--- src/inc/uart_setup_pkg.sv ---
package uart_setup_pkg;

   // bus and register widths
   localparam int ADDR_W = 8;
   localparam int DATA_W = 32;
   localparam int REG_W  = 8;

   // register byte offsets, one aligned word each
   localparam logic [ADDR_W-1:0] OFF_SERIAL_OUTPUT_LEVEL  = 8'h00;
   localparam logic [ADDR_W-1:0] OFF_SERIAL_OUTPUT_ENABLE = 8'h04;
   localparam logic [ADDR_W-1:0] OFF_RX_FILTER_ENABLE     = 8'h08;
   localparam logic [ADDR_W-1:0] OFF_ERROR_CLEAR_TRIGGER  = 8'h0C;
   localparam logic [ADDR_W-1:0] OFF_INT_MASK_LOW         = 8'h10;
   localparam logic [ADDR_W-1:0] OFF_INT_PRIORITY_LOW     = 8'h14;
   localparam logic [ADDR_W-1:0] OFF_INT_PRIORITY_HIGH    = 8'h18;
   localparam logic [ADDR_W-1:0] OFF_PORT1_OUTPUT_DATA    = 8'h1C;
   localparam logic [ADDR_W-1:0] OFF_PORT1_DIRECTION      = 8'h20;
   localparam logic [ADDR_W-1:0] OFF_CHANNEL_START        = 8'h24;
   localparam logic [ADDR_W-1:0] OFF_INT_REQUEST_LOW      = 8'h28;
   localparam logic [ADDR_W-1:0] OFF_RX_STATUS            = 8'h2C;
   localparam logic [ADDR_W-1:0] OFF_CHANNEL_STOP         = 8'h30;
   localparam logic [ADDR_W-1:0] OFF_CHANNEL_CONTROL      = 8'h34;
   localparam logic [ADDR_W-1:0] OFF_CHANNEL_STATUS       = 8'h38;

   // field positions
   localparam int TX_CHANNEL_BIT   = 0;
   localparam int OVERRUN_BIT      = 0;
   localparam int PARITY_BIT       = 1;
   localparam int FRAMING_BIT      = 2;
   localparam int ERROR_BITS       = 3;
   localparam int INT_TX_END_BIT   = 3;
   localparam int INT_RX_END_BIT   = 4;
   localparam int INT_RX_ERROR_BIT = 5;
   localparam int INT_SOURCES      = 3;
   localparam int INT_BASE_BIT     = INT_TX_END_BIT;
   localparam int TX_PIN_BIT       = 2;
   localparam int RX_PIN_BIT       = 1;
   localparam int CHANNELS         = 2;

   // reset values
   localparam logic [REG_W-1:0] RST_OUTPUT_LEVEL  = 8'h03;
   localparam logic [REG_W-1:0] RST_OUTPUT_ENABLE = 8'h00;
   localparam logic [REG_W-1:0] RST_FILTER_ENABLE = 8'h00;
   localparam logic [REG_W-1:0] RST_INT_MASK      = 8'hFF;
   localparam logic [REG_W-1:0] RST_PRIORITY      = 8'hFF;
   localparam logic [REG_W-1:0] RST_PORT_DATA     = 8'h00;
   localparam logic [REG_W-1:0] RST_PORT_DIR      = 8'hFF;
   localparam logic [1:0]       LOWEST_PRIORITY   = 2'h3;

   // receive pin noise filter: samples that must agree
   localparam int FILTER_LEN = 3;

   // events from the serial engines, one-cycle pulses
   typedef struct packed {
      logic framing;
      logic parity;
      logic overrun;
      logic rx_end;
      logic tx_end;
   } serial_event_t;

endpackage

--- src/rx_noise_filter.sv ---
`timescale 1ns/1ns
module rx_noise_filter
   import uart_setup_pkg::*;
(
   // clock and reset
   input  wire logic clock_in,
   input  wire logic rstn_in,
   // pin and control
   input  wire logic pin_in,
   input  wire logic filter_enable_in,
   // cleaned level
   output logic      level_out
);

   logic                  sync_first;
   logic                  sync_second;
   logic [FILTER_LEN-1:0] history;

   // two-stage synchroniser, idle line is high
   always_ff @(posedge clock_in or negedge rstn_in) begin
      if (!rstn_in) begin
         sync_first  <= 1'b1;
         sync_second <= 1'b1;
      end else begin
         sync_first  <= pin_in;
         sync_second <= sync_first;
      end
   end

   // sample history for the filter
   always_ff @(posedge clock_in or negedge rstn_in) begin
      if (!rstn_in) begin
         history <= '1;
      end else begin
         history <= {history[FILTER_LEN-2:0], sync_second};
      end
   end

   // filtered level moves only on agreeing samples; costs FILTER_LEN cycles of latency
   always_ff @(posedge clock_in or negedge rstn_in) begin
      if (!rstn_in) begin
         level_out <= 1'b1;
      end else if (!filter_enable_in) begin
         level_out <= sync_second;
      end else if (&history) begin
         level_out <= 1'b1;
      end else if (~|history) begin
         level_out <= 1'b0;
      end
   end

endmodule

--- src/uart_channel_setup_control.sv ---
// The address map and register access over APB are this design's own decisions.
`timescale 1ns/1ns
module uart_channel_setup_control
   import uart_setup_pkg::*;
(
   // clock and reset
   input  wire logic                clock_in,
   input  wire logic                rstn_in,
   // apb slave
   input  wire logic                psel_in,
   input  wire logic                penable_in,
   input  wire logic                pwrite_in,
   input  wire logic [ADDR_W-1:0]   paddr_in,
   input  wire logic [DATA_W-1:0]   pwdata_in,
   input  wire logic [3:0]          pstrb_in,
   output logic      [DATA_W-1:0]   prdata_out,
   output logic                     pready_out,
   output logic                     pslverr_out,
   // serial engine side
   input  wire serial_event_t       event_in,
   input  wire logic                tx_serial_in,
   output logic                     rx_serial_out,
   output logic      [CHANNELS-1:0] channel_enabled_out,
   output logic      [CHANNELS-1:0] channel_start_out,
   output logic      [CHANNELS-1:0] receive_enable_out,
   // pins, enables low while driving
   output logic                     tx_pin_out,
   output logic                     tx_pin_oe_n_out,
   input  wire logic                rx_pin_in,
   output logic                     rx_pin_out,
   output logic                     rx_pin_oe_n_out,
   // interrupt
   output logic                     irq_out,
   output logic      [1:0]          irq_priority_out
);

   logic [REG_W-1:0]      serial_output_level;
   logic [REG_W-1:0]      serial_output_enable;
   logic [REG_W-1:0]      receive_noise_filter_enable;
   logic [REG_W-1:0]      interrupt_mask_low;
   logic [REG_W-1:0]      interrupt_priority_low_bits;
   logic [REG_W-1:0]      interrupt_priority_high_bits;
   logic [REG_W-1:0]      port1_output_data;
   logic [REG_W-1:0]      port1_direction;
   logic [ERROR_BITS-1:0] error_flags;
   logic [INT_SOURCES-1:0] int_request;
   logic [CHANNELS-1:0]   channel_enabled_status;
   logic [CHANNELS-1:0]   receive_enable_bit;

   logic                  setup_phase;
   logic                  write_strobe;
   logic [REG_W-1:0]      wdata;
   logic                  addr_hit;
   logic [REG_W-1:0]      next_rdata;
   logic [ERROR_BITS-1:0] error_set;
   logic [ERROR_BITS-1:0] error_clear;
   logic [INT_SOURCES-1:0] int_set;
   logic [INT_SOURCES-1:0] int_clear;
   logic [INT_SOURCES-1:0] int_pending;
   logic [CHANNELS-1:0]   start_trigger;
   logic [CHANNELS-1:0]   stop_trigger;
   logic                  serial_level;
   logic [1:0]            next_priority;

   // bus phases; only the low byte lane carries register data
   assign setup_phase  = psel_in & ~penable_in;
   assign write_strobe = psel_in & penable_in & pready_out & pwrite_in & pstrb_in[0];
   assign wdata        = pwdata_in[REG_W-1:0];

   // read decode
   always_comb begin
      addr_hit   = 1'b1;
      next_rdata = '0;
      if (paddr_in == OFF_SERIAL_OUTPUT_LEVEL) begin
         next_rdata = serial_output_level;
      end else if (paddr_in == OFF_SERIAL_OUTPUT_ENABLE) begin
         next_rdata = serial_output_enable;
      end else if (paddr_in == OFF_RX_FILTER_ENABLE) begin
         next_rdata = receive_noise_filter_enable;
      end else if (paddr_in == OFF_ERROR_CLEAR_TRIGGER) begin
         next_rdata = '0;
      end else if (paddr_in == OFF_INT_MASK_LOW) begin
         next_rdata = interrupt_mask_low;
      end else if (paddr_in == OFF_INT_PRIORITY_LOW) begin
         next_rdata = interrupt_priority_low_bits;
      end else if (paddr_in == OFF_INT_PRIORITY_HIGH) begin
         next_rdata = interrupt_priority_high_bits;
      end else if (paddr_in == OFF_PORT1_OUTPUT_DATA) begin
         next_rdata = port1_output_data;
      end else if (paddr_in == OFF_PORT1_DIRECTION) begin
         next_rdata = port1_direction;
      end else if (paddr_in == OFF_CHANNEL_START) begin
         next_rdata = '0;
      end else if (paddr_in == OFF_INT_REQUEST_LOW) begin
         next_rdata[INT_BASE_BIT +: INT_SOURCES] = int_request;
      end else if (paddr_in == OFF_RX_STATUS) begin
         next_rdata[ERROR_BITS-1:0] = error_flags;
      end else if (paddr_in == OFF_CHANNEL_STOP) begin
         next_rdata = '0;
      end else if (paddr_in == OFF_CHANNEL_CONTROL) begin
         next_rdata[CHANNELS-1:0] = receive_enable_bit;
      end else if (paddr_in == OFF_CHANNEL_STATUS) begin
         next_rdata[CHANNELS-1:0] = channel_enabled_status;
      end else begin
         addr_hit = 1'b0;
      end
   end

   // one wait-free access phase; answer prepared in the setup cycle
   always_ff @(posedge clock_in or negedge rstn_in) begin
      if (!rstn_in) begin
         pready_out  <= 1'b0;
         pslverr_out <= 1'b0;
         prdata_out  <= '0;
      end else begin
         pready_out  <= setup_phase;
         pslverr_out <= setup_phase & ~addr_hit;
         if (setup_phase && !pwrite_in) begin
            prdata_out <= {{(DATA_W-REG_W){1'b0}}, next_rdata};
         end else begin
            prdata_out <= '0;
         end
      end
   end

   // transmit output value and enable
   always_ff @(posedge clock_in or negedge rstn_in) begin
      if (!rstn_in) begin
         serial_output_level  <= RST_OUTPUT_LEVEL;
         serial_output_enable <= RST_OUTPUT_ENABLE;
      end else if (write_strobe) begin
         if (paddr_in == OFF_SERIAL_OUTPUT_LEVEL) begin
            serial_output_level <= wdata;
         end else if (paddr_in == OFF_SERIAL_OUTPUT_ENABLE) begin
            serial_output_enable <= wdata;
         end
      end
   end

   // receive filter enable
   always_ff @(posedge clock_in or negedge rstn_in) begin
      if (!rstn_in) begin
         receive_noise_filter_enable <= RST_FILTER_ENABLE;
      end else if (write_strobe && paddr_in == OFF_RX_FILTER_ENABLE) begin
         receive_noise_filter_enable <= wdata;
      end
   end

   // interrupt mask and priority bits
   always_ff @(posedge clock_in or negedge rstn_in) begin
      if (!rstn_in) begin
         interrupt_mask_low           <= RST_INT_MASK;
         interrupt_priority_low_bits  <= RST_PRIORITY;
         interrupt_priority_high_bits <= RST_PRIORITY;
      end else if (write_strobe) begin
         if (paddr_in == OFF_INT_MASK_LOW) begin
            interrupt_mask_low <= wdata;
         end else if (paddr_in == OFF_INT_PRIORITY_LOW) begin
            interrupt_priority_low_bits <= wdata;
         end else if (paddr_in == OFF_INT_PRIORITY_HIGH) begin
            interrupt_priority_high_bits <= wdata;
         end
      end
   end

   // port data and direction
   always_ff @(posedge clock_in or negedge rstn_in) begin
      if (!rstn_in) begin
         port1_output_data <= RST_PORT_DATA;
         port1_direction   <= RST_PORT_DIR;
      end else if (write_strobe) begin
         if (paddr_in == OFF_PORT1_OUTPUT_DATA) begin
            port1_output_data <= wdata;
         end else if (paddr_in == OFF_PORT1_DIRECTION) begin
            port1_direction <= wdata;
         end
      end
   end

   // receive enable per channel
   always_ff @(posedge clock_in or negedge rstn_in) begin
      if (!rstn_in) begin
         receive_enable_bit <= '0;
      end else if (write_strobe && paddr_in == OFF_CHANNEL_CONTROL) begin
         receive_enable_bit <= wdata[CHANNELS-1:0];
      end
   end

   // error flags: clear trigger is decoded, never stored
   assign error_set[FRAMING_BIT] = event_in.framing;
   assign error_set[PARITY_BIT]  = event_in.parity;
   assign error_set[OVERRUN_BIT] = event_in.overrun;
   assign error_clear = (write_strobe && paddr_in == OFF_ERROR_CLEAR_TRIGGER) ?
                        wdata[ERROR_BITS-1:0] : '0;

   // a new error in the clearing cycle survives the clear
   always_ff @(posedge clock_in or negedge rstn_in) begin
      if (!rstn_in) begin
         error_flags <= '0;
      end else begin
         error_flags[FRAMING_BIT] <= error_set[FRAMING_BIT] |
                                     (error_flags[FRAMING_BIT] & ~error_clear[FRAMING_BIT]);
         error_flags[PARITY_BIT]  <= error_set[PARITY_BIT] |
                                     (error_flags[PARITY_BIT] & ~error_clear[PARITY_BIT]);
         error_flags[OVERRUN_BIT] <= error_set[OVERRUN_BIT] |
                                     (error_flags[OVERRUN_BIT] & ~error_clear[OVERRUN_BIT]);
      end
   end

   // interrupt sources in register order: tx end, rx end, rx error
   assign int_set[INT_TX_END_BIT-INT_BASE_BIT]   = event_in.tx_end;
   assign int_set[INT_RX_END_BIT-INT_BASE_BIT]   = event_in.rx_end;
   assign int_set[INT_RX_ERROR_BIT-INT_BASE_BIT] = event_in.framing | event_in.parity | event_in.overrun;
   assign int_clear = (write_strobe && paddr_in == OFF_INT_REQUEST_LOW) ?
                      wdata[INT_BASE_BIT +: INT_SOURCES] : '0;

   // sticky request flags, write one to clear, set wins
   always_ff @(posedge clock_in or negedge rstn_in) begin
      if (!rstn_in) begin
         int_request <= '0;
      end else begin
         int_request <= int_set | (int_request & ~int_clear);
      end
   end

   assign int_pending = int_request & ~interrupt_mask_low[INT_BASE_BIT +: INT_SOURCES];

   // best level among pending unmasked sources; ties go to the lower bit
   always_comb begin
      next_priority = LOWEST_PRIORITY;
      for (int s = INT_SOURCES - 1; s >= 0; s--) begin
         if (int_pending[s] &&
             {interrupt_priority_high_bits[INT_BASE_BIT + s],
              interrupt_priority_low_bits[INT_BASE_BIT + s]} <= next_priority) begin
            next_priority = {interrupt_priority_high_bits[INT_BASE_BIT + s],
                             interrupt_priority_low_bits[INT_BASE_BIT + s]};
         end
      end
   end

   // level interrupt and its priority
   always_ff @(posedge clock_in or negedge rstn_in) begin
      if (!rstn_in) begin
         irq_out          <= 1'b0;
         irq_priority_out <= LOWEST_PRIORITY;
      end else begin
         irq_out          <= |int_pending;
         irq_priority_out <= next_priority;
      end
   end

   // start and stop triggers, decoded from the write only
   assign start_trigger = (write_strobe && paddr_in == OFF_CHANNEL_START) ?
                          wdata[CHANNELS-1:0] : '0;
   assign stop_trigger  = (write_strobe && paddr_in == OFF_CHANNEL_STOP) ?
                          wdata[CHANNELS-1:0] : '0;

   // channel enters communication wait; start wins over stop
   always_ff @(posedge clock_in or negedge rstn_in) begin
      if (!rstn_in) begin
         channel_enabled_status <= '0;
         channel_start_out      <= '0;
      end else begin
         channel_enabled_status <= start_trigger | (channel_enabled_status & ~stop_trigger);
         channel_start_out      <= start_trigger;
      end
   end

   // registered copies for the engines
   always_ff @(posedge clock_in or negedge rstn_in) begin
      if (!rstn_in) begin
         channel_enabled_out <= '0;
         receive_enable_out  <= '0;
      end else begin
         channel_enabled_out <= start_trigger | (channel_enabled_status & ~stop_trigger);
         receive_enable_out  <= receive_enable_bit;
      end
   end

   // engine data only while output enabled and running, else the held level
   assign serial_level = (serial_output_enable[TX_CHANNEL_BIT] && channel_enabled_status[TX_CHANNEL_BIT]) ?
                         tx_serial_in : serial_output_level[TX_CHANNEL_BIT];

   // pins: latch gates the serial level, direction bit is the active-low enable
   always_ff @(posedge clock_in or negedge rstn_in) begin
      if (!rstn_in) begin
         tx_pin_out      <= 1'b0;
         tx_pin_oe_n_out <= 1'b1;
         rx_pin_out      <= 1'b0;
         rx_pin_oe_n_out <= 1'b1;
      end else begin
         tx_pin_out      <= port1_output_data[TX_PIN_BIT] & serial_level;
         tx_pin_oe_n_out <= port1_direction[TX_PIN_BIT];
         rx_pin_out      <= port1_output_data[RX_PIN_BIT];
         rx_pin_oe_n_out <= port1_direction[RX_PIN_BIT];
      end
   end

   // receive pin cleaning
   rx_noise_filter rx_filter (
      .clock_in         (clock_in),
      .rstn_in          (rstn_in),
      .pin_in           (rx_pin_in),
      .filter_enable_in (receive_noise_filter_enable[0]),
      .level_out        (rx_serial_out)
   );

endmodule

--- config.mk ---
export PLATFORM = sky130hd
export DESIGN_NAME = uart_channel_setup_control
export DESIGN_NICKNAME = d
export VERILOG_FILES = /design/src/inc/uart_setup_pkg.sv /design/src/rx_noise_filter.sv /design/src/uart_channel_setup_control.sv
export SDC_FILE = /design/constraint.sdc
export NUM_CORES = 1
export LEC_CHECK = 0
export ABC_CLOCK_PERIOD_IN_PS = 8500
export BUFFER_PORTS_ARGS = -buffer_cell sky130_fd_sc_hd__clkbuf_2
export CAP_MARGIN = 20
export CELL_PAD_IN_SITES_DETAIL_PLACEMENT = 2
export CELL_PAD_IN_SITES_GLOBAL_PLACEMENT = 2
export CORE_ASPECT_RATIO = 0.5
export CORE_MARGIN = 2
export CORE_UTILIZATION = 39
export DETAILED_ROUTE_END_ITERATION = 8
export PLACE_DENSITY = 0.93
export SETUP_SLACK_MARGIN = 0.3
export SYNTH_ARGS = -nofsm -noshare
export SYNTH_HDL_FRONTEND = slang
export SYNTH_SLANG_ARGS = --single-unit
--- constraint.sdc ---
create_clock -name clock_in -period 8.5 [get_ports clock_in]
set_input_delay 1.275 -clock clock_in [delete_from_list [all_inputs] [get_ports clock_in]]
set_output_delay 1.275 -clock clock_in [all_outputs]
set_load 0.01 [all_outputs]
==> summary.md, run 1 <==
| Metric | Value |
|---|---|
| Status | completed |
| Initial antenna violation count | 0 |
| Async SR Flop Fraction | 100% |
| Worst-path clk slew | 0.07 ns |
| Setup CP Type | input pin to flip-flop |
| Min-Delay Path Class | flip-flop to flip-flop |
| Sequential share of the synthesized area | 51.0% |
| Relative slew slack | between 20% and 30% |
| DR vias | roughly 3900 |
| Internal | slightly above 0.0007 W |
| GRT overflow | 0 |
| Seq pwr share | between 50% and 60% |
| Via density | ~6 |
| Sw frac | between 20% and 30% |
| Distinct cell type count after synthesis | between 50 and 60 |
| Combinational share of power | 7.2% |
| Maximum VDD drop | approximately 0.079 mV |
| Clock root buffer | clkbuf_16 |
| Crit path launch type | input pin |
| Post-Syn Area | 0.00506 mm2 |
| Largest net degree at the start of global routing | 56 |
| Arrival @ worst endpoint | 3.68 ns |
| Die X | 165 um |
| IO Port Bufs | between 50 and 60 |
| Worst r2r src | interrupt_mask_low[5] |
| Mapped Cells | 435 |
| WHS Path Cells | 0 |
| Num CTS Buffers | 9 |
| Hold path startpoint | rx_filter.sync_first |
| Fin crit share | 40.3% |
| Die area | 0.0140 mm2 |
| Post-Synth XOR/XNOR Area | 0% |
| Drt drc | 0 |
| Number of diodes | 0 |
| Largest family of logic cells by synthesized area | multiplexers |
| GRT Total Usage | 27.7% |
| Hold-critical path endpoint | rx_filter.sync_second |
| GPL Wtd Cong | roughly 0.86 |
| CP endpoint kind | flip-flop |
| Cell area after layout | ~0.0057 mm2 |
| CTS Buffer Depth | 2 |
| DR iter-0 viols | 265 |
| H-tree Lvls | 3 |
| Dpl ws | 4.73 ns |
| Post-synthesis mux area share | 19.2% |
| Core Box Area | approximately 0.013 mm2 |
| R2r setup slk | 5.29 ns |
| CTS tree | yes |
| Layout cells sized above 1 | 42.4% |
| Syn. warnings | 0 |
| Synth Area in Simple Gates | between 10% and 20% |
| Setup TNS Final | 0 ns |
| Slew @ Worst Pin | around 1.0 ns |
| CTS resizes | 0 |
| Total setup buffers inserted after CTS | 0 |
| Max-Cap Viols | 0 |
| Placed inst area | between 0.005 and 0.006 mm2 |
| Drt pass-1 iters | 4 |
| # IOs | 104 |
| Leakage | 2.51 nW |
| Fin. Hold Viols | 0 |
| Count of flip-flops with a built-in enable after synthesis | 0 |
| Worst setup margin | 5.07 ns |
| Net Sw Power | 0.000257 W |
| Synth-to-layout area growth | 11.7% |
| Post-synthesis adder-cell area fraction | 0.989% |
| Post-synthesis compound-gate area fraction | 10.6% |
| Seq cells post-synth | 101 |
| Die Y | 84.6 um |
| Clk sinks | 101 |
| Fillers | 1296 |
| Crit-path max FO | 17 |
| Clock Power Share | 42.5% |
| Routed Antenna Nets | 0 |
| Clk Latency, worst-skew pair | 0.37 ns |
| Crit Reg-Reg Endpoint | irq_priority_out[0] |
| Final net count | 539 |
| Wirelength per Cell | around 28 um |
| Fin crit period | around 3.4 ns |
| PwrDens | roughly 170 mW/mm2 |
| First-pass GRT wire length | 27900 um |
| Slew Viols, Final | 0 |
| Worst reg2reg path depth | 12 |
| Tot Pwr | 0.000968 W |
| RSZ-0062 raised after global routing | no |
| Finished Core Util | 44.6% |
| FP Rows | 29 |
| Routed Wire Length | 18100 um |
| Critical Path RT | 8.75 ns |
| Final count of negative-setup-slack endpoints | 0 |
| Hold buffers post-CTS | 0 |
| Initial core utilization | between 30% and 40% |
| Vias in the first global route | 4297 |
| Clk_skew | 0.0104 ns |
| FMAX | 292 MHz |
| Syn Area/Cell | about 12 um2 |
| Post-synth top flop | dfrtp_1 |
| Detailed-placement wirelength estimate | approximately 12000 um |
==> synth_stat cells, drive strengths merged (7+ instances only) <==
master,n,area [um2]
and2,7,43.8
mux2,79,890
clkbuf,10,37.5
a21oi,24,120
nand2,33,131
nand3,8,40.0
nand2b,9,56.3
inv,13,48.8
buf,35,246
dfrtp,57,1430
nor2,11,43.8
dfstp,44,1160
nor2b,10,62.6
a21o,7,52.6
mux2i,8,80.1
nor3,7,35.0
o21ai,16,80.1
==> cell families after synthesis <==
| group | after synthesis |
|---|---|
| simple gates | 102 |
| other cells | 1 |
| buf+inv | 58 |
| compound gates | 82 |
| fa+ha+maj | 4 |
| mux | 87 |
| flops | 101 |
==> worst max-delay path, cell delays in order <==
cell	delay, ns
clkbuf_2	0.28
nor4_2	0.99
nand2_1	0.22
nor3_1	0.56
nand2_1	0.13
a21o_1	0.21
==> per-layer routing <==
| metal | track usage (%) | up-vias | wire length [um] |
|---|---|---|---|
| met1 | 35.1 | 2055 | 7350 |
| met2 | 46.5 | 173 | 8990 |
| met4 | 10.2 | 0 | 457 |
| met5 | 0 | - | 0 |
| li1 | - | 1601 | - |
| met3 | 6.62 | 45 | 1300 |
==> cell type report <==
class	instances	area (um2)	share of cell area, %
sequential	101	2580	45.7
multi-input combinational	299	2240	39.6
timing repair buffer	55	285	5.05
clock buffer	10	239	4.23
tap	170	213	3.76
inverter	13	48.8	0.863
clock inverter	6	45.0	0.797
==> power by group through the flow <==
stage | clock [W] | sequential (W) | combinational, W
after detailed placement | 0 | 0.000496 | 0.0000652
after global placement | 0 | 0.000495 | 0.0000618
after CTS | 0.000415 | 0.000488 | 0.0000673
after floorplan | 0 | 0.000496 | 0.0000403
after global routing | 0.000432 | 0.000488 | 0.0000742
final | 0.000411 | 0.000488 | 0.0000692
==> placed cells by master (no fill, tap or decap), types with 3 or more instances in the layout <==
cell type  Yosys  final
clkbuf_2       0     51
and2_1         7      7
inv_6          0      3
ha_1           4      4
nand2_1       30     30
nor4_4         3      3
nor2_1        10     10
conb_1         1     24
dfstp_2       44     44
nor3_1         7      7
o21ai_0       16     16
a21o_1         7      7
a32oi_1        4      4
a32o_1         4      4
a21oi_1       24     24
a31oi_1        5      5
nand3_1        8      8
mux2i_1        8      8
o22ai_1        4      4
nor2b_1       10     10
nand2b_1       9      9
buf_4         25      4
clkbuf_16      0      9
mux2_2        79     79
nand2_2        3      3
dfrtp_1       57     57
inv_1         13     13
==> registers in the layout, summed over array words and instances, names as in the netlist, 3 cells and up <==
| name | cells |
|---|---|
| serial_output_enable | 8 |
| error_flags | 3 |
| int_request | 3 |
| port1_output_data | 8 |
| port1_direction | 8 |
| receive_noise_filter_enable | 8 |
| serial_output_level | 8 |
| interrupt_priority_high_bits | 8 |
| rx_filter.history | 3 |
| prdata_out | 8 |
| interrupt_mask_low | 8 |
| interrupt_priority_low_bits | 8 |
==> per-stage QoR <==
stage | hold slack (ns) | cells
detailed placement | 0.350 | 637
global route | 0.366 | 654
CTS | 0.361 | 653
floorplan | 0.345 | 458
global placement | 0.347 | 637
finish | 0.360 | 654
==> how the worst max path moves through the flow <==
stage | from | endpoint | slack (ns)
after floorplan | paddr_in[5] | port1_output_data[2] | 5.53
after global placement | paddr_in[4] | interrupt_priority_high_bits[6] | 4.79
after detailed placement | paddr_in[4] | interrupt_priority_high_bits[5] | 4.73
after CTS | paddr_in[4] | interrupt_priority_high_bits[0] | 5.07
after global routing | paddr_in[4] | error_flags[2] | 4.98
final | paddr_in[4] | error_flags[2] | 5.07
(Power assumes the default switching activity.)
==> inputs of run 2 (changes only) <==
--- a/config.mk
+++ b/config.mk
@@ -5,16 +5,16 @@
 export SDC_FILE = /design/constraint.sdc
 export NUM_CORES = 1
 export LEC_CHECK = 0
-export ABC_CLOCK_PERIOD_IN_PS = 8500
+export ABC_CLOCK_PERIOD_IN_PS = 3400
 export BUFFER_PORTS_ARGS = -buffer_cell sky130_fd_sc_hd__clkbuf_2
 export CAP_MARGIN = 20
 export CELL_PAD_IN_SITES_DETAIL_PLACEMENT = 2
 export CELL_PAD_IN_SITES_GLOBAL_PLACEMENT = 2
 export CORE_ASPECT_RATIO = 0.5
 export CORE_MARGIN = 2
-export CORE_UTILIZATION = 39
+export CORE_UTILIZATION = 36
 export DETAILED_ROUTE_END_ITERATION = 8
-export PLACE_DENSITY = 0.93
+export PLACE_DENSITY = 0.87
 export SETUP_SLACK_MARGIN = 0.3
 export SYNTH_ARGS = -nofsm -noshare
 export SYNTH_HDL_FRONTEND = slang
==> constraint.sdc (replaced) <==
create_clock -name clock_in -period 3.4 [get_ports clock_in]
set_input_delay 0.51 -clock clock_in [delete_from_list [all_inputs] [get_ports clock_in]]
set_output_delay 0.51 -clock clock_in [all_outputs]
set_load 0.01 [all_outputs]
==> summary.md, run 2 (synthesized netlist as in run 1, its figures left out) <==
| Metric | Value |
|---|---|
| Status | completed |
| DR iter-0 viols | 279 |
| Slew Viols, Final | 0 |
| Worst reg2reg path depth | 12 |
| Num CTS Buffers | 9 |
| Combinational share of power | 7.6% |
| Seq pwr share | 51.2% |
| Critical Path RT | around 3.7 ns |
| Clk Latency, worst-skew pair | 0.36 ns |
| Worst Setup SP | interrupt_mask_low[5] |
| IO Port Bufs | 52 |
| RSZ-0062 raised after global routing | no |
| CTS Buffer Depth | 2 |
| FMAX | 331 MHz |
| Setup CP Type | flip-flop to flip-flop |
| Clock Power Share | 41.2% |
| Clock root buffer | clkbuf_16 |
| Max-Cap Viols | 0 |
| Crit Reg-Reg Endpoint | irq_priority_out[0] |
| Vias in the first global route | 4292 |
| Tot Pwr | 0.00238 W |
| Hold buffers post-CTS | 0 |
| Crit-path max FO | 3 |
| PwrDens | 406 mW/mm2 |
| Core Box Area | between 0.01 and 0.015 mm2 |
| Initial core utilization | 37.1% |
| Arrival @ worst endpoint | 3.31 ns |
| GRT Total Usage | 24.0% |
| Routed Antenna Nets | 0 |
| Fin crit share | 88.9% |
| Slew @ Worst Pin | 1.01 ns |
| First-pass GRT wire length | 26400 um |
| FP Rows | 30 |
| Via density | 5.51 |
| Maximum VDD drop | ~0.24 mV |
| Number of diodes | 0 |
| Drt pass-1 iters | 4 |
| Min-Delay Path Class | input pin to flip-flop |
| DR vias | 3819 |
| Synth-to-layout area growth | 15.9% |
| Initial antenna violation count | 0 |
| Cell count along the critical path | 12 |
| Detailed-placement wirelength estimate | roughly 12000 um |
| Die Y | 87.8 um |
| Internal | 0.00176 W |
| Worst path slowest cell | dfstp_2 |
| Wirelength per Cell | 24.7 um |
| Setup TNS Final | 0 ns |
| Largest stage delay on the critical path | 0.53 ns |
| Clk sinks | 101 |
| Crit path launch type | flip-flop |
| # IOs | ~100 |
| Crit path buf inv count | 0 |
| Worst-path clk slew | 0.07 ns |
| Leakage | 2.59 nW |
| Final count of negative-setup-slack endpoints | 0 |
| R2r setup slk | 0.38 ns |
| Fin crit period | 3.02 ns |
| Drt drc | 0 |
| CP Cell Sequence | nand2b_4 -> nor2_4 -> ha_4 -> nor2b_2 -> a2bb2oi_1 -> or3_4 -> mux2_4 -> ha_4 -> a21oi_4 -> a21oi_2 -> or3_4 -> mux2_4 |
| GPL Wtd Cong | just under 0.9 |
| Fillers | around 1400 |
| CP endpoint kind | flip-flop |
| Commonest non-fill, non-tap cell in the layout | mux2_2 |
| Most frequent cells in the layout | 77 x mux2_2, 57 x dfrtp_1, 51 x clkbuf_2, 44 x dfstp_2, 30 x nand2_1 |
| Relative slew slack | between 30% and 40% |
| CTS tree | yes |
| Routed Wire Length | 17100 um |
| Fin. Hold Viols | 0 |
| Final net count | 556 |
| H-tree Lvls | 3 |
| Kind of cell adding the most delay to the critical path | simple AND/OR/NAND/NOR gates |
| Critical path endpoint | irq_priority_out[0] |
| Layout cells sized above 1 | about 46% |
| Worst r2r src | interrupt_mask_low[5] |
| Largest net degree at the start of global routing | 78 |
| Die X | 172 um |
| Net Sw Power | 0.000623 W |
| Sw frac | 26.2% |
| Clk_skew | 0.00677 ns |
| GRT overflow | 0 |
| Die area | 0.0151 mm2 |
run 2: what timing repair did:
| item | in CTS | in global routing |
|---|---|---|
| pin swaps | 5 | 5 |
| resized for setup | 11 | 2 |
| setup buffers | 2 | 0 |
| endpoints found under the setup margin | 1 | 2 |
run 2: metal layers:
layer	wire length [um]	global-route usage, %	vias up
met5	0	0	-
met2	8460	40.9	144
li1	-	-	1631
met1	7030	30.3	2015
met4	359	8.40	0
met3	1280	5.42	29
run 2: worst min-delay path by stage:
stage                               startpoint                     end  slack, ns  cells past startpoint
after floorplan                        rstn_in  channel_enabled_out[0]       0.21                      0
after global placement    rx_filter.sync_first   rx_filter.sync_second       0.35                      0
after CTS                            rx_pin_in    rx_filter.sync_first       0.22                      1
final                                rx_pin_in    rx_filter.sync_first       0.22                      1
after global routing                 rx_pin_in    rx_filter.sync_first       0.22                      1
after detailed placement  rx_filter.sync_first   rx_filter.sync_second       0.35                      0
run 2: worst register-to-register path, cell delays in order (launching register included):
cell and delay (ns):
dfstp_2 0.53, nand2b_4 0.14, nor2_4 0.05, ha_4 0.21, nor2b_2 0.15, a2bb2oi_1 0.13, or3_4 0.34, mux2_4 0.33
ha_4 0.24, a21oi_4 0.13, a21oi_2 0.05, or3_4 0.34, mux2_4 0.30
run 2: final cells by class:
type / count / area, um2 / area share [%]
Sequential cell: 101 / 2580 / 44.0
Multi-Input combinational cell: 299 / 2310 / 39.4
Timing Repair Buffer: 72 / 413 / 7.04
Tap cell: 192 / 240 / 4.09
Clock buffer: 10 / 229 / 3.90
Inverter: 13 / 48.8 / 0.832
Clock inverter: 6 / 41.3 / 0.704
run 2: power groups by stage:
stage | combinational [W] | sequential, W | clock (W)
2_1_floorplan | 0.000101 | 0.00124 | 0
3_3_place_gp | 0.000165 | 0.00124 | 0
3_5_place_dp | 0.000175 | 0.00124 | 0
4_1_cts | 0.000179 | 0.00122 | 0.000990
5_1_grt | 0.000195 | 0.00122 | 0.00104
6_report | 0.000181 | 0.00122 | 0.000981
run 2: per-stage QoR:
stage / hold WS (ns) / utilization [%] / instances / setup WS [ns] / instance area, um2
after detailed placement: 0.347 / 40.4 / 675 / 0.256 / 5510
after CTS: 0.224 / 43.0 / 693 / 0.253 / 5860
after global placement: 0.347 / 40.4 / 675 / 0.356 / 5510
after floorplan: 0.214 / - / 458 / 0.466 / 5150
after global routing: 0.217 / 43.1 / 693 / 0.292 / 5870
final: 0.224 / 43.1 / 693 / 0.378 / 5870
==> inputs of run 3 (changes only) <==
--- a/config.mk
+++ b/config.mk
@@ -7,12 +7,10 @@
 export LEC_CHECK = 0
 export ABC_CLOCK_PERIOD_IN_PS = 3400
 export BUFFER_PORTS_ARGS = -buffer_cell sky130_fd_sc_hd__clkbuf_2
-export CAP_MARGIN = 20
-export CELL_PAD_IN_SITES_DETAIL_PLACEMENT = 2
-export CELL_PAD_IN_SITES_GLOBAL_PLACEMENT = 2
+export CAP_MARGIN = 25
 export CORE_ASPECT_RATIO = 0.5
 export CORE_MARGIN = 2
-export CORE_UTILIZATION = 36
+export CORE_UTILIZATION = 55
 export DETAILED_ROUTE_END_ITERATION = 8
 export PLACE_DENSITY = 0.87
 export SETUP_SLACK_MARGIN = 0.3
==> summary.md, run 3 (synthesized netlist as in run 1, its figures left out) <==
| Metric | Value |
|---|---|
| Status | completed |
| Fin crit share | between 90% and 100% |
| PwrDens | between 400 and 500 mW/mm2 |
| Number of diodes | 0 |
| GPL Wtd Cong | 0.929 |
| Relative slew slack | 41.1% |
| Placed inst area | 0.00537 mm2 |
| Cell area after layout | 0.00576 mm2 |
| Leakage | 2.58 nW |
| Drt drc | 0 |
| RSZ-0062 raised after global routing | yes |
| Initial core utilization | 57.3% |
| Setup TNS Final | 0 ns |
| Vias in the first global route | roughly 3500 |
| Fin crit period | between 3 and 4 ns |
| CTS Buffer Depth | 2 |
| Maximum VDD drop | 0.310 mV |
| Clock root buffer | clkbuf_16 |
| Clock Power Share | between 40% and 50% |
| Clk sinks | 101 |
| Clk Latency, worst-skew pair | 0.35 ns |
| Seq pwr share | 50.4% |
| Setup CP Type | flip-flop to flip-flop |
| GRT overflow | 0 |
| Hold buffers post-CTS | 0 |
| Synth-to-layout area growth | 13.9% |
| Arrival @ worst endpoint | 3.39 ns |
| CP endpoint kind | flip-flop |
| GRT Total Usage | 25.2% |
| Initial antenna violation count | 0 |
| FMAX | ~320 MHz |
| Critical Path RT | 3.68 ns |
| Combinational share of power | 6.8% |
| Wirelength per Cell | 20.0 um |
| Commonest non-fill, non-tap cell in the layout | mux2_2 |
| # IOs | about 100 |
| IO Port Bufs | 52 |
| Die X | 140 um |
| Slew @ Worst Pin | roughly 0.9 ns |
| Num CTS Buffers | 9 |
| R2r setup slk | 0.28 ns |
| Worst reg2reg path depth | 12 |
| Fin. Hold Viols | 0 |
| Crit path launch type | flip-flop |
| Most frequent cells in the layout | 77 x mux2_2, 57 x dfrtp_1, 51 x clkbuf_2, 44 x dfstp_2, 30 x nand2_1 |
| Net Sw Power | roughly 0.00057 W |
| DR vias | 3747 |
| H-tree Lvls | 3 |
| Die area | 0.0100 mm2 |
| Core Box Area | 0.00883 mm2 |
| DR iter-0 viols | around 400 |
| First-pass GRT wire length | approximately 19000 um |
| Detailed-placement wirelength estimate | 8120 um |
| Clk_skew | between 0.009 and 0.01 ns |
| Crit Reg-Reg Endpoint | irq_priority_out[0] |
| Min-Delay Path Class | input pin to asynchronous set/reset pin |
| CTS tree | yes |
| Die Y | around 72 um |
| Via density | 6.14 |
| Max-Cap Viols | 0 |
| Worst-path clk slew | approximately 0.070 ns |
| Largest net degree at the start of global routing | 102 |
| Routed Wire Length | 12200 um |
| Final count of negative-setup-slack endpoints | 0 |
| Crit-path max FO | 3 |
| Final net count | 548 |
| Sw frac | 23.4% |
| Final hold slack | between 0.15 and 0.2 ns |
| Layout cells sized above 1 | 45.2% |
| FP Rows | 24 |
| Internal | 0.00185 W |
| Worst r2r src | interrupt_mask_low[5] |
| Tot Pwr | between 0.002 and 0.0025 W |
| Slew Viols, Final | 0 |
| Drt pass-1 iters | 5 |
| Finished Core Util | 65.3% |
| Routed Antenna Nets | 0 |
[run 3: layer usage]
metal / routed length [um] / vias to the layer above / global-route usage (%)
met2: 5520 / 256 / 38.0
li1: - / 1627 / -
met4: 248 / 0 / 8.44
met1: 4990 / 1840 / 35.4
met5: 0 / - / 0
met3: 1420 / 24 / 7.35
[run 3: critical path: stages, from the launching register on]
cell and delay, ns:
dfstp_2 0.54, nand2b_4 0.14, nor2_4 0.05, ha_4 0.24, nor2b_4 0.12, a2bb2oi_2 0.13
or3_4 0.34, mux2_4 0.34, ha_4 0.25, a21oi_2 0.12, a21oi_2 0.05, or3_4 0.41
mux2_4 0.32
[run 3: power by group through the flow]
stage	Clock [W]	Combinational (W)	Sequential, W
after floorplan	0	0.000101	0.00124
after global placement	0	0.000155	0.00124
after detailed placement	0	0.000158	0.00124
after CTS	0.00105	0.000160	0.00122
after global routing	0.00110	0.000179	0.00122
final	0.00104	0.000164	0.00122
[run 3: cell type report]
type	instances	area, um2
well taps	117	146
clock buffers	11	243
flip-flops and latches	101	2580
fillers	638	3070
clock inverters	5	60.1
repair buffers	64	365
inverters	13	48.8
multi-input cells	299	2320
[run 3: repair_timing]
item | 4_1_cts | 5_1_grt
resized for setup | 6 | 7
setup endpoints to repair | 1 | 2
pin swaps | 2 | 5
buffers inserted | 0 | 2
[run 3: worst max path at each step]
stage / start / end / slack, ns / cells past startpoint
6_report: interrupt_mask_low[5] / irq_priority_out[0] / 0.28 / 12
3_5_place_dp: interrupt_mask_low[5] / irq_priority_out[0] / 0.22 / 12
5_1_grt: interrupt_mask_low[5] / irq_priority_out[0] / 0.20 / 12
3_3_place_gp: interrupt_mask_low[5] / irq_priority_out[0] / 0.36 / 12
4_1_cts: interrupt_mask_low[5] / irq_priority_out[0] / 0.29 / 12
2_1_floorplan: interrupt_mask_low[5] / irq_priority_out[0] / 0.47 / 12
[run 3: per-stage QoR]
step	cells	setup WS [ns]
floorplan	458	0.466
global placement	592	0.357
detailed placement	592	0.221
CTS	608	0.293
global route	610	0.196
finish	610	0.281
